File: config.mk
export PLATFORM = sky130hd
export DESIGN_NAME = eag_core
export DESIGN_NICKNAME = d
export VERILOG_FILES = /design/src/pkg/eag_pkg.sv /design/src/rtl/eag_add24.sv /design/src/rtl/eag_core.sv
export SDC_FILE = /design/constraint.sdc
export NUM_CORES = 1
export LEC_CHECK = 0
export BUFFER_PORTS_ARGS = -buffer_cell sky130_fd_sc_hd__buf_4
export CAP_MARGIN = 10
export CELL_PAD_IN_SITES_DETAIL_PLACEMENT = 0
export CELL_PAD_IN_SITES_GLOBAL_PLACEMENT = 1
export CORE_ASPECT_RATIO = 1.2
export CORE_UTILIZATION = 44
export DETAILED_ROUTE_END_ITERATION = 7
export HOLD_SLACK_MARGIN = 0.15
export PLACE_DENSITY_LB_ADDON = 0.05
export SLEW_MARGIN = 20
export SYNTH_ARGS = -nofsm -noshare
export SYNTH_HDL_FRONTEND = slang
export SYNTH_HIERARCHICAL = 1
export SYNTH_SLANG_ARGS = --single-unit
File: constraint.sdc
create_clock -name i_core_clk -period 9.84 [get_ports i_core_clk]
set_clock_uncertainty 0.05 [all_clocks]
set_input_delay 0.984 -clock i_core_clk [delete_from_list [all_inputs] [get_ports i_core_clk]]
set_output_delay 0.984 -clock i_core_clk [all_outputs]
set_load 0.01 [all_outputs]
File: src/pkg/eag_pkg.sv
package eag_pkg;

  localparam logic [7:0] BANK_ZERO = 8'h00;
  localparam logic [7:0] STACK_PAGE = 8'h01;
  localparam logic [7:0] ZERO_BYTE = 8'h00;
  localparam logic [7:0] BYTE_ONE = 8'h01;
  localparam logic [15:0] WORD_ZERO = 16'h0000;
  localparam logic [15:0] WORD_ONE = 16'h0001;
  localparam logic [15:0] WORD_TWO = 16'h0002;
  localparam logic [15:0] WORD_THREE = 16'h0003;

  localparam logic [2:0] LEN_ONE = 3'h1;
  localparam logic [2:0] LEN_TWO = 3'h2;
  localparam logic [2:0] LEN_THREE = 3'h3;
  localparam logic [2:0] LEN_FOUR = 3'h4;

  // Width select flags in the processor status byte
  localparam int ACC_WIDTH_BIT = 5;
  localparam int INDEX_WIDTH_BIT = 4;

  localparam logic [15:0] STACK_EMU_LOW = 16'h0100;
  localparam logic [15:0] STACK_EMU_HIGH = 16'h01ff;
  localparam logic [15:0] VEC_LOW_BOUND = 16'hffe0;

  // Vector low-byte addresses, emulation then native
  localparam logic [15:0] VEC_EMU_ABORT = 16'hfff8;
  localparam logic [15:0] VEC_EMU_BRK = 16'hfffe;
  localparam logic [15:0] VEC_EMU_COP = 16'hfff4;
  localparam logic [15:0] VEC_EMU_IRQ = 16'hfffe;
  localparam logic [15:0] VEC_EMU_NMI = 16'hfffa;
  localparam logic [15:0] VEC_EMU_RESET = 16'hfffc;
  localparam logic [15:0] VEC_NAT_ABORT = 16'hffe8;
  localparam logic [15:0] VEC_NAT_BRK = 16'hffe6;
  localparam logic [15:0] VEC_NAT_COP = 16'hffe4;
  localparam logic [15:0] VEC_NAT_IRQ = 16'hffee;
  localparam logic [15:0] VEC_NAT_NMI = 16'hffea;
  localparam logic [15:0] VEC_NAT_RESET = 16'hfffc;

  typedef enum logic [4:0] {
    MODE_IMM, MODE_ABS, MODE_ABS_LONG, MODE_DIR, MODE_ACC, MODE_IMPL,
    MODE_DIR_IND_Y, MODE_DIR_IND_LONG_Y, MODE_DIR_X_IND, MODE_DIR_X, MODE_DIR_Y,
    MODE_ABS_X, MODE_ABS_Y, MODE_ABS_LONG_X, MODE_REL, MODE_REL_LONG,
    MODE_ABS_IND, MODE_DIR_IND, MODE_DIR_IND_LONG, MODE_ABS_X_IND, MODE_STACK,
    MODE_PUSH_IND
  } eag_mode_t;

  // Source of a new program bank; only long jumps, long calls and returns use one
  typedef enum logic [2:0] {
    PBR_KEEP, PBR_OPERAND, PBR_POINTER, PBR_PULL_INT, PBR_PULL_LONG
  } eag_pbr_src_t;

  typedef enum logic [2:0] {
    VEC_ABORT, VEC_BRK, VEC_COP, VEC_IRQ, VEC_NMI, VEC_RESET
  } eag_vec_kind_t;

  typedef enum logic [1:0] {
    PULL_IDLE, PULL_LOW, PULL_HIGH
  } eag_pull_state_t;

  typedef struct packed {
    logic [15:0] pc;
    logic [7:0] program_bank_reg;
    logic [7:0] data_bank_reg;
    logic [15:0] direct;
    logic [15:0] x;
    logic [15:0] y;
    logic [15:0] s;
    logic [15:0] acc;
    logic [7:0] status;
    logic emul;
  } eag_regs_t;

  typedef struct packed {
    eag_mode_t mode;
    eag_pbr_src_t pbr_src;
    logic imm_index;
    logic taken;
    logic push_result;
    logic [7:0] byte2;
    logic [7:0] byte3;
    logic [7:0] byte4;
    logic [23:0] ptr;
    logic [7:0] pulled_bank;
  } eag_req_t;

  typedef struct packed {
    logic [23:0] ea;
    logic [23:0] ptr_addr;
    logic [23:0] ptr_next;
    logic [23:0] ptr_last;
    logic [15:0] pc_next;
    logic [7:0] pbr_next;
    logic [15:0] operand;
    logic [2:0] length;
    logic extra_cycle;
  } eag_res_t;

  typedef struct packed {
    eag_res_t res;
    logic valid;
    eag_pull_state_t pull;
    logic pull_n;
    logic [23:0] vec_addr;
    logic [15:0] addr;
    logic [7:0] bank;
  } eag_state_t;

endpackage

File: src/rtl/eag_add24.sv
`timescale 1ns/1ns
module eag_add24 (
  input wire logic [23:0] i_base,
  input wire logic [15:0] i_addend,
  output logic [23:0] o_sum
);

  logic [24:0] full_sum;

  // Carry ripples into the bank byte; the top carry is dropped
  assign full_sum = {1'b0, i_base} + {9'h000, i_addend};
  assign o_sum = full_sum[23:0];

endmodule // eag_add24

File: src/rtl/eag_core.sv
`timescale 1ns/1ns
// How it works
// - Vector pull output low for the two vector-read cycles, else high.
// - Stack address bank zero; emulation confines it to page one.
// - Direct modes add direct base to offset, result in bank zero.
// - Emulation long-indirect and indirect push pointer bytes step into page one.
// - Program bank changes only for jump-long, call-long and return instructions.
// - Data addresses are 24-bit sums; index carries cross bank boundaries.
// - Absolute: operand bytes form low word, data bank the top byte.
// - Absolute long uses three operand bytes; indexed form adds X.
// - Direct operands in bank zero; extra cycle when direct low byte nonzero.
// - Indirect Y: word pointer plus data bank, then add Y.
// - Indirect long: three-byte pointer is the address; Y form adds Y.
// - Indirect and X-preindexed indirect: pointer word, data bank top byte.
// - Direct X or Y indexed: offset, base and index form bank-zero word.
// - Absolute X or Y: index added to data bank and operand word, carry into bank.
// - Taken branch adds signed byte to next-opcode counter, bank untouched.
// - Long relative adds word modulo 65536; branch loads it, push stacks it.
// - Absolute indirect jump reads bank-zero pointer; long form loads bank too.
// - Indexed indirect jump: operand plus X is bank-zero pointer, bank kept.
// - Without a bank bus the top address byte stays internal.
// - Immediate operand is one byte or two by register width.
// - Accumulator and implied forms are one byte and fetch no operand.
// - Vectors come from fixed bank-zero addresses 00ffe0 to 00ffff.
// - Status bit five sets accumulator width, bit four index width.
module eag_core (
  input wire logic i_core_clk,
  input wire logic i_rst,
  input wire logic i_req_valid,
  input wire eag_pkg::eag_req_t i_req,
  input wire eag_pkg::eag_regs_t i_regs,
  input wire logic i_bank_bus_en,
  input wire logic i_vec_start,
  input wire eag_pkg::eag_vec_kind_t i_vec_kind,
  output eag_pkg::eag_res_t o_res,
  output logic o_valid,
  output logic [15:0] o_addr,
  output logic [7:0] o_bank,
  output logic o_vector_pull_n,
  output logic [23:0] o_vector_addr
);

  eag_pkg::eag_state_t st;
  eag_pkg::eag_state_t next_st;

  logic acc8;
  logic idx8;
  logic [15:0] x_eff;
  logic [15:0] y_eff;
  logic [15:0] idx_sel;
  logic [15:0] op16;
  logic dir_page_wrap;
  logic [15:0] dir16;
  logic [15:0] dir_idx16;
  logic [15:0] ptr_base16;
  logic long_ptr;
  logic dir_indirect;
  logic ptr_wrap;
  logic [23:0] sum_base;
  logic [15:0] sum_addend;
  logic [23:0] sum_ea;
  logic [15:0] rel_pc;
  logic [15:0] rel_long_pc;
  logic [15:0] vec_base;
  eag_pkg::eag_mode_t mode;

  assign mode = i_req.mode;
  assign acc8 = i_regs.emul | i_regs.status[eag_pkg::ACC_WIDTH_BIT];
  assign idx8 = i_regs.emul | i_regs.status[eag_pkg::INDEX_WIDTH_BIT];
  assign x_eff = idx8 ? {eag_pkg::ZERO_BYTE, i_regs.x[7:0]} : i_regs.x;
  assign y_eff = idx8 ? {eag_pkg::ZERO_BYTE, i_regs.y[7:0]} : i_regs.y;
  assign idx_sel = (mode == eag_pkg::MODE_DIR_Y) ? y_eff : x_eff;
  assign op16 = {i_req.byte3, i_req.byte2};

  assign dir_page_wrap = i_regs.emul && (i_regs.direct[7:0] == eag_pkg::ZERO_BYTE);
  assign dir16 = i_regs.direct + {eag_pkg::ZERO_BYTE, i_req.byte2};
  // indexed direct, page wrap in emulation with aligned base
  assign dir_idx16 = dir_page_wrap ?
      {i_regs.direct[15:8], i_req.byte2 + idx_sel[7:0]} :
      i_regs.direct + {eag_pkg::ZERO_BYTE, i_req.byte2} + idx_sel;

  // absolute pointers sit in bank zero
  assign ptr_base16 = (mode == eag_pkg::MODE_DIR_X_IND) ? dir_idx16 :
                      (mode == eag_pkg::MODE_ABS_IND) ? op16 :
                      (mode == eag_pkg::MODE_ABS_X_IND) ? op16 + x_eff : dir16;
  assign long_ptr = (mode == eag_pkg::MODE_DIR_IND_LONG) ||
                    (mode == eag_pkg::MODE_DIR_IND_LONG_Y) ||
                    (mode == eag_pkg::MODE_PUSH_IND);
  assign dir_indirect = (mode == eag_pkg::MODE_DIR_IND) ||
                        (mode == eag_pkg::MODE_DIR_IND_Y) ||
                        (mode == eag_pkg::MODE_DIR_X_IND);
  // long pointers never wrap in page
  assign ptr_wrap = dir_page_wrap && dir_indirect && !long_ptr;

  assign sum_base =
      (mode == eag_pkg::MODE_DIR_IND_LONG_Y) ? i_req.ptr :
      (mode == eag_pkg::MODE_DIR_IND_Y) ? {i_regs.data_bank_reg, i_req.ptr[15:0]} :
      (mode == eag_pkg::MODE_ABS_LONG_X) ? {i_req.byte4, op16} :
      {i_regs.data_bank_reg, op16};
  assign sum_addend =
      ((mode == eag_pkg::MODE_DIR_IND_LONG_Y) || (mode == eag_pkg::MODE_DIR_IND_Y) ||
       (mode == eag_pkg::MODE_ABS_Y)) ? y_eff :
      ((mode == eag_pkg::MODE_ABS_X) || (mode == eag_pkg::MODE_ABS_LONG_X)) ? x_eff :
      eag_pkg::WORD_ZERO;

  eag_add24 u_add24 (
    .i_base(sum_base),
    .i_addend(sum_addend),
    .o_sum(sum_ea)
  );

  assign rel_pc = i_regs.pc + eag_pkg::WORD_TWO + {{8{i_req.byte2[7]}}, i_req.byte2};
  assign rel_long_pc = i_regs.pc + eag_pkg::WORD_THREE + op16;

  always_comb begin
    case (i_vec_kind)
      eag_pkg::VEC_ABORT: vec_base = i_regs.emul ? eag_pkg::VEC_EMU_ABORT : eag_pkg::VEC_NAT_ABORT;
      eag_pkg::VEC_BRK: vec_base = i_regs.emul ? eag_pkg::VEC_EMU_BRK : eag_pkg::VEC_NAT_BRK;
      eag_pkg::VEC_COP: vec_base = i_regs.emul ? eag_pkg::VEC_EMU_COP : eag_pkg::VEC_NAT_COP;
      eag_pkg::VEC_IRQ: vec_base = i_regs.emul ? eag_pkg::VEC_EMU_IRQ : eag_pkg::VEC_NAT_IRQ;
      eag_pkg::VEC_NMI: vec_base = i_regs.emul ? eag_pkg::VEC_EMU_NMI : eag_pkg::VEC_NAT_NMI;
      default: vec_base = i_regs.emul ? eag_pkg::VEC_EMU_RESET : eag_pkg::VEC_NAT_RESET;
    endcase
  end

  always_comb begin
    next_st = st;
    next_st.valid = i_req_valid;
    if (i_req_valid) begin
      next_st.res.ptr_addr = {eag_pkg::BANK_ZERO, ptr_base16};
      next_st.res.ptr_next = ptr_wrap ?
          {eag_pkg::BANK_ZERO, ptr_base16[15:8], ptr_base16[7:0] + eag_pkg::BYTE_ONE} :
          {eag_pkg::BANK_ZERO, ptr_base16 + eag_pkg::WORD_ONE};
      next_st.res.ptr_last = {eag_pkg::BANK_ZERO, ptr_base16 + eag_pkg::WORD_TWO};
      next_st.res.ea = sum_ea;
      next_st.res.operand = eag_pkg::WORD_ZERO;
      next_st.res.extra_cycle = 1'b0;
      next_st.res.length = eag_pkg::LEN_TWO;
      case (mode)
        eag_pkg::MODE_IMM: begin
          if (i_req.imm_index ? idx8 : acc8) begin
            next_st.res.operand = {eag_pkg::ZERO_BYTE, i_req.byte2};
          end else begin
            next_st.res.operand = op16;
            next_st.res.length = eag_pkg::LEN_THREE;
          end
          next_st.res.ea = {i_regs.program_bank_reg, i_regs.pc + eag_pkg::WORD_ONE};
        end
        eag_pkg::MODE_ABS: begin
          next_st.res.ea = {i_regs.data_bank_reg, op16};
          next_st.res.length = eag_pkg::LEN_THREE;
        end
        eag_pkg::MODE_ABS_LONG: begin
          next_st.res.ea = {i_req.byte4, op16};
          next_st.res.length = eag_pkg::LEN_FOUR;
        end
        eag_pkg::MODE_ABS_LONG_X: begin
          next_st.res.length = eag_pkg::LEN_FOUR;
        end
        eag_pkg::MODE_ABS_X, eag_pkg::MODE_ABS_Y: begin
          next_st.res.length = eag_pkg::LEN_THREE;
        end
        eag_pkg::MODE_DIR: begin
          // bank zero and unaligned base penalty
          next_st.res.ea = {eag_pkg::BANK_ZERO, dir16};
          next_st.res.extra_cycle = (i_regs.direct[7:0] != eag_pkg::ZERO_BYTE);
        end
        eag_pkg::MODE_DIR_X, eag_pkg::MODE_DIR_Y: begin
          next_st.res.ea = {eag_pkg::BANK_ZERO, dir_idx16};
          next_st.res.extra_cycle = (i_regs.direct[7:0] != eag_pkg::ZERO_BYTE);
        end
        eag_pkg::MODE_ACC: begin
          next_st.res.operand = acc8 ? {eag_pkg::ZERO_BYTE, i_regs.acc[7:0]} : i_regs.acc;
          next_st.res.length = eag_pkg::LEN_ONE;
          next_st.res.ea = {i_regs.program_bank_reg, i_regs.pc};
        end
        eag_pkg::MODE_IMPL: begin
          next_st.res.length = eag_pkg::LEN_ONE;
          next_st.res.ea = {i_regs.program_bank_reg, i_regs.pc};
        end
        eag_pkg::MODE_DIR_IND_Y, eag_pkg::MODE_DIR_IND_LONG_Y: begin
          next_st.res.extra_cycle = (i_regs.direct[7:0] != eag_pkg::ZERO_BYTE);
        end
        eag_pkg::MODE_DIR_IND, eag_pkg::MODE_DIR_X_IND: begin
          next_st.res.ea = {i_regs.data_bank_reg, i_req.ptr[15:0]};
          next_st.res.extra_cycle = (i_regs.direct[7:0] != eag_pkg::ZERO_BYTE);
        end
        eag_pkg::MODE_DIR_IND_LONG: begin
          next_st.res.ea = i_req.ptr;
          next_st.res.extra_cycle = (i_regs.direct[7:0] != eag_pkg::ZERO_BYTE);
        end
        eag_pkg::MODE_PUSH_IND: begin
          next_st.res.operand = i_req.ptr[15:0];
          next_st.res.ea = {eag_pkg::BANK_ZERO, dir16};
          next_st.res.extra_cycle = (i_regs.direct[7:0] != eag_pkg::ZERO_BYTE);
        end
        eag_pkg::MODE_REL: begin
          next_st.res.ea = {i_regs.program_bank_reg, rel_pc};
        end
        eag_pkg::MODE_REL_LONG: begin
          next_st.res.ea = {i_regs.program_bank_reg, rel_long_pc};
          next_st.res.operand = rel_long_pc;
          next_st.res.length = eag_pkg::LEN_THREE;
        end
        eag_pkg::MODE_ABS_IND, eag_pkg::MODE_ABS_X_IND: begin
          next_st.res.ea = {eag_pkg::BANK_ZERO, ptr_base16};
          next_st.res.length = eag_pkg::LEN_THREE;
        end
        eag_pkg::MODE_STACK: begin
          next_st.res.ea = i_regs.emul ?
              {eag_pkg::BANK_ZERO, eag_pkg::STACK_PAGE, i_regs.s[7:0]} :
              {eag_pkg::BANK_ZERO, i_regs.s};
          next_st.res.length = eag_pkg::LEN_ONE;
        end
        default: begin
          next_st.res.ea = {i_regs.data_bank_reg, op16};
        end
      endcase

      // counter wraps within bank by default
      next_st.res.pc_next = i_regs.pc + {13'h0000, next_st.res.length};
      if ((mode == eag_pkg::MODE_REL) && i_req.taken) begin
        next_st.res.pc_next = rel_pc;
      end
      if ((mode == eag_pkg::MODE_REL_LONG) && !i_req.push_result) begin
        next_st.res.pc_next = rel_long_pc;
      end
      if ((mode == eag_pkg::MODE_ABS_IND) || (mode == eag_pkg::MODE_ABS_X_IND)) begin
        next_st.res.pc_next = i_req.ptr[15:0];
      end
      if ((mode == eag_pkg::MODE_ABS_LONG) && (i_req.pbr_src == eag_pkg::PBR_OPERAND)) begin
        next_st.res.pc_next = op16;
      end

      // only long jumps and returns load the bank
      case (i_req.pbr_src)
        eag_pkg::PBR_OPERAND: next_st.res.pbr_next = i_req.byte4;
        eag_pkg::PBR_POINTER: next_st.res.pbr_next = i_req.ptr[23:16];
        eag_pkg::PBR_PULL_INT: next_st.res.pbr_next =
            i_regs.emul ? i_regs.program_bank_reg : i_req.pulled_bank;
        eag_pkg::PBR_PULL_LONG: next_st.res.pbr_next = i_req.pulled_bank;
        default: next_st.res.pbr_next = i_regs.program_bank_reg;
      endcase

      next_st.addr = next_st.res.ea[15:0];
      // hide the bank byte on the narrow variant
      next_st.bank = i_bank_bus_en ? next_st.res.ea[23:16] : eag_pkg::BANK_ZERO;
    end

    case (st.pull)
      eag_pkg::PULL_IDLE: begin
        if (i_vec_start) begin
          next_st.pull = eag_pkg::PULL_LOW;
          next_st.pull_n = 1'b0;
          next_st.vec_addr = {eag_pkg::BANK_ZERO, vec_base};
        end
      end
      eag_pkg::PULL_LOW: begin
        next_st.pull = eag_pkg::PULL_HIGH;
        next_st.vec_addr = {eag_pkg::BANK_ZERO, st.vec_addr[15:0] + eag_pkg::WORD_ONE};
      end
      default: begin
        next_st.pull = eag_pkg::PULL_IDLE;
        next_st.pull_n = 1'b1;
      end
    endcase
  end

  always_ff @(posedge i_core_clk or posedge i_rst) begin
    if (i_rst) begin
      st <= '0;
      st.pull_n <= 1'b1;
    end else begin
      st <= next_st;
    end
  end

  assign o_res = st.res;
  assign o_valid = st.valid;
  assign o_addr = st.addr;
  assign o_bank = st.bank;
  assign o_vector_pull_n = st.pull_n;
  assign o_vector_addr = st.vec_addr;

  // Helper copies of the request for checking
  eag_pkg::eag_req_t past_req;
  eag_pkg::eag_regs_t past_regs;
  logic past_bank_en;
  logic [24:0] chk_long_x;

  always_ff @(posedge i_core_clk or posedge i_rst) begin
    if (i_rst) begin
      past_req <= '0;
      past_regs <= '0;
      past_bank_en <= 1'b0;
    end else begin
      past_req <= i_req;
      past_regs <= i_regs;
      past_bank_en <= i_bank_bus_en;
    end
  end

  assign chk_long_x = {1'b0, past_req.byte4, past_req.byte3, past_req.byte2} +
      {9'h000, past_regs.status[eag_pkg::INDEX_WIDTH_BIT] | past_regs.emul ?
       {eag_pkg::ZERO_BYTE, past_regs.x[7:0]} : past_regs.x};
endmodule // eag_core

==> qor.csv <==
stage,metric,value,unit
run_status,status,"complete, no violations",
placement,port_buffers,347,
synth,yosysWarnings,6,
synth,synth_top_cell_by_area,dfrtp_1,
timing,slew_headroom,26.1,%
setup_path,cp.required,10.10,ns
timing,period_needed,6.17,ns
placement,dp_hpwl,56700,µm
synth,synthCells,2183,
cells_and_area,area_delta_synth_final,13.9,%
routing,wire_per_inst,25.8,µm
grt,antenna_found_initial,4,
clock_network,cts_buffers,17,
setup_path,path_max_fanout,28,
timing,period_share,62.7,%
setup_path,r2r_start,st[50],
synth,ys_seq_elements,143,
floorplan,rows,78,
floorplan,fp.dieW,182,µm
synth,synth_top_family_by_area,compound AO/OA/AOI/OAI gates,
clock_network,cts_root_buffer,clkbuf_16,
routing,drt_iter0_drc,1770,
setup_path,critPathSlowestCell,nor2b_1,
setup_path,cpLargestDelayFamily,compound AO/OA/AOI/OAI gates,
timing,finalHoldViolations,0,
setup_path,crit_chain,buf_4 > nor2b_1 > nand2_1 > a21oi_1 > buf_4 > and2_1 > a22o_1 > ha_1 > nand2_1 > o21ai_0 > a31oi_1 > o21ai_0 > a21oi_1 > xnor2_1 > a22oi_1 > o2111ai_1 > a221o_1 > nor3_1 > o2bb2ai_1,
min_path,worstHoldStart,o_res[9],
grt,grt_max_degree,73,
setup_path,arrival,6.42,ns
power_and_ir_drop,ir_drop,110,µV
setup_path,path_buf_inv,2,
cells_and_area,final_net_count,2626,
synth,synth_compound_area_share,26.7,%
routing,wl,72300,µm
clock_network,h-tree-depth,4,
power_and_ir_drop,power_leakage,0.00859,µW
setup_path,worst-path-stages,19,
synth,async_flop_share,100,%
job,cap_violations,0,
clock_network,cts_hold_buf,0,
routing,drc,0,
synth,synthesis.area,17000,µm²
setup_path,cp-startpoint,i_req[65],
cells_and_area,seq_area,3580,µm²
grt,grt_pass1_vias,16574,
setup_path,cp-start-kind,input pin,
placement,placed_area,18800,µm²
synth,synth.distinct_cells,106,
clock_network,clk_latency,0.43,ns
timing,slew_viol_final,0,
setup_path,r2r_cells,9,
timing,layout_setup_ws,3.67,ns
setup_path,cpPeakStageDelay,0.66,ns
clock_network,cts_setup_buffers,0,
floorplan,die_h,218,µm
clock_network,cts.repair.resized,0,
placement,gp_congestion,0.994,
power_and_ir_drop,power_density,136,nW/µm²
clock_network,cts_tree,yes,
clock_network,cts_buffer_depth,2,
floorplan,core,38000,µm²
grt,grt.total_usage,35.9,%
synth,seq_area_frac_synth,21.0,%
cells_and_area,drive_gt1_share,22.2,%
synth,synth_ff_type,dfrtp_1,
cells_and_area,multiInputGateArea,11500,µm²
cells_and_area,design_area,19400,µm²
timing,tightest_slew,1.10,ns
synth,synth-adder-area-share,9.39,%
timing,finalSetupTns,0,ns
min_path,hold_path_depth,1,
timing,setup_violations,0,
clock_network,clock_sinks,143,
routing,dr_total_vias,17639,
setup_path,critical_path_class,in2reg,
min_path,hold_path.class,reg2reg,
synth,synth.mux.area_fraction,4.48,%
floorplan,num_io_pins,386,
synth,netlist_top_cells_area,"dfrtp_1 21%, ha_1 8.4%, buf_4 8.4%",
synth,synth_edf_count,0,
clock_network,path_clk_slew,0.06,ns
grt,grt_pass1_wl,106000,µm
placement,dp_slack,3.51,ns
cells_and_area,fin_util,51.1,%
cells_and_area,fill_cells,3744,
synth,avgSynthCellArea,7.80,µm²
routing,postRouteAntennaNets,0,
routing,dr.pass1.iters,7,
grt,grt_overflow,0,
floorplan,dieArea,39500,µm²
synth,yosys.area_share.simple,18.7,%
floorplan,start_util,44.9,%
setup_path,end_kind,flop,
synth,synth_top_area_share,20.9,%
setup_path,rrSetupSlack,7.28,ns
timing,rsz0062_at_grt,no,
timing,fmax,162,MHz
synth,synth_xor_area_share,7.33,%
routing,viasPerCell,6.30,
==> report_power, final <==
part           internal [µW]  switching, µW  total [µW]  leakage [µW]
Combinational            496            702        1200       0.00661
Clock                    431            256         688      0.000296
Sequential               682           76.3         758       0.00168
==> worst paths after layout <==
kind,to
setup / recovery,o_res[129]
hold / removal,o_res[9]
setup reg to reg,o_vector_addr[15]
hold reg to reg,o_res[9]
max in group asynchronous,o_bank[5]
min in group asynchronous,o_res[55]
==> cells in the mapped netlist, types with 12 or more instances <==
library cell	instances
a211oi_1	27
a21o_1	30
a21oi_1	170
a221oi_1	31
a222oi_1	22
a22o_1	17
a22oi_1	37
a31oi_1	23
and2_1	19
and3_1	20
buf_2	16
buf_4	191
clkbuf_1	89
dfrtp_1	142
ha_1	115
inv_1	55
mux2_2	46
mux2i_1	23
nand2_1	220
nand3_1	62
nand4_1	25
nor2_1	202
nor2b_1	12
nor3_1	39
o211ai_1	25
o21a_1	12
o21ai_0	124
o22ai_1	15
o2bb2ai_1	19
or3_1	16
xnor2_1	77
xor2_1	61
==> cells in the final DEF, fill, tap and decap left out, drive strengths merged, types with 12 or more instances in the layout <==
master	synthesis	final
a21o	32	32
a31oi	24	24
nand3	64	64
a222oi	22	22
xnor2	77	77
o22ai	15	15
o2bb2ai	19	19
nand2	220	220
ha	115	115
nor2b	12	12
a22oi	38	38
a21oi	170	170
o211ai	27	27
nor3	41	41
dfrtp	142	142
buf	216	380
conb	1	32
a221oi	33	33
inv	56	58
or2	12	12
and2	20	20
nand4	25	25
or3	16	16
a22o	17	17
xor2	62	62
mux2	47	47
and3	21	21
mux2i	23	23
a211oi	31	31
o21ai	129	129
nor2	204	204
o21a	12	12
clkbuf	90	19
==> area by class of cell <==
class	count	area share (%)
flip-flops and latches	143	18.5
repair buffers	380	14.7
clock buffers	19	2.28
diodes	1	0.0129
inverters	56	1.11
well taps	480	3.10
multi-input cells	1709	59.4
clock inverters	13	0.961
==> flip-flops by register name (all words and copies together), names as in the netlist <==
register / cells
st: 2
o_bank: 8
o_valid: 1
o_res: 115
o_vector_addr: 16
o_vector_pull_n: 1
==> metrics by stage <==
step / total power [µW] / instances / hold WS, ns
after floorplan: 1580 / 2214 / 0.401
after detailed placement: 1940 / 2768 / 0.420
after global placement: 1930 / 2768 / 0.417
after CTS: 2640 / 2800 / 0.435
after global routing: 2780 / 2801 / 0.451
final: 2640 / 2801 / 0.429
==> worst register-to-register path, cell delays in order, from the launching register on <==
cell and delay, ns:
dfrtp_1 0.39, nor2_1 0.11, nand2_1 0.33, inv_1 0.26
nor2_1 0.14, nor3_1 0.44, nand2_1 0.22, nor3_1 0.27
xnor2_1 0.15, nand2_1 0.07
==> per-layer routing <==
metal	track usage [%]	wire length, µm
met1	46.0	29200
met2	56.7	32000
met3	5.98	6610
met4	21.3	4490
met5	0	39
==> cells by family (layout without fill, tap and decap cells) <==
family	count (synthesis)	count (layout)
xor+xnor	140	140
flops	143	143
fa+ha+maj	123	123
buf+inv	362	468
mux	70	70
other cells	1	33
simple gates	680	680
compound gates	664	664
Power figures use the tool's default switching activity.
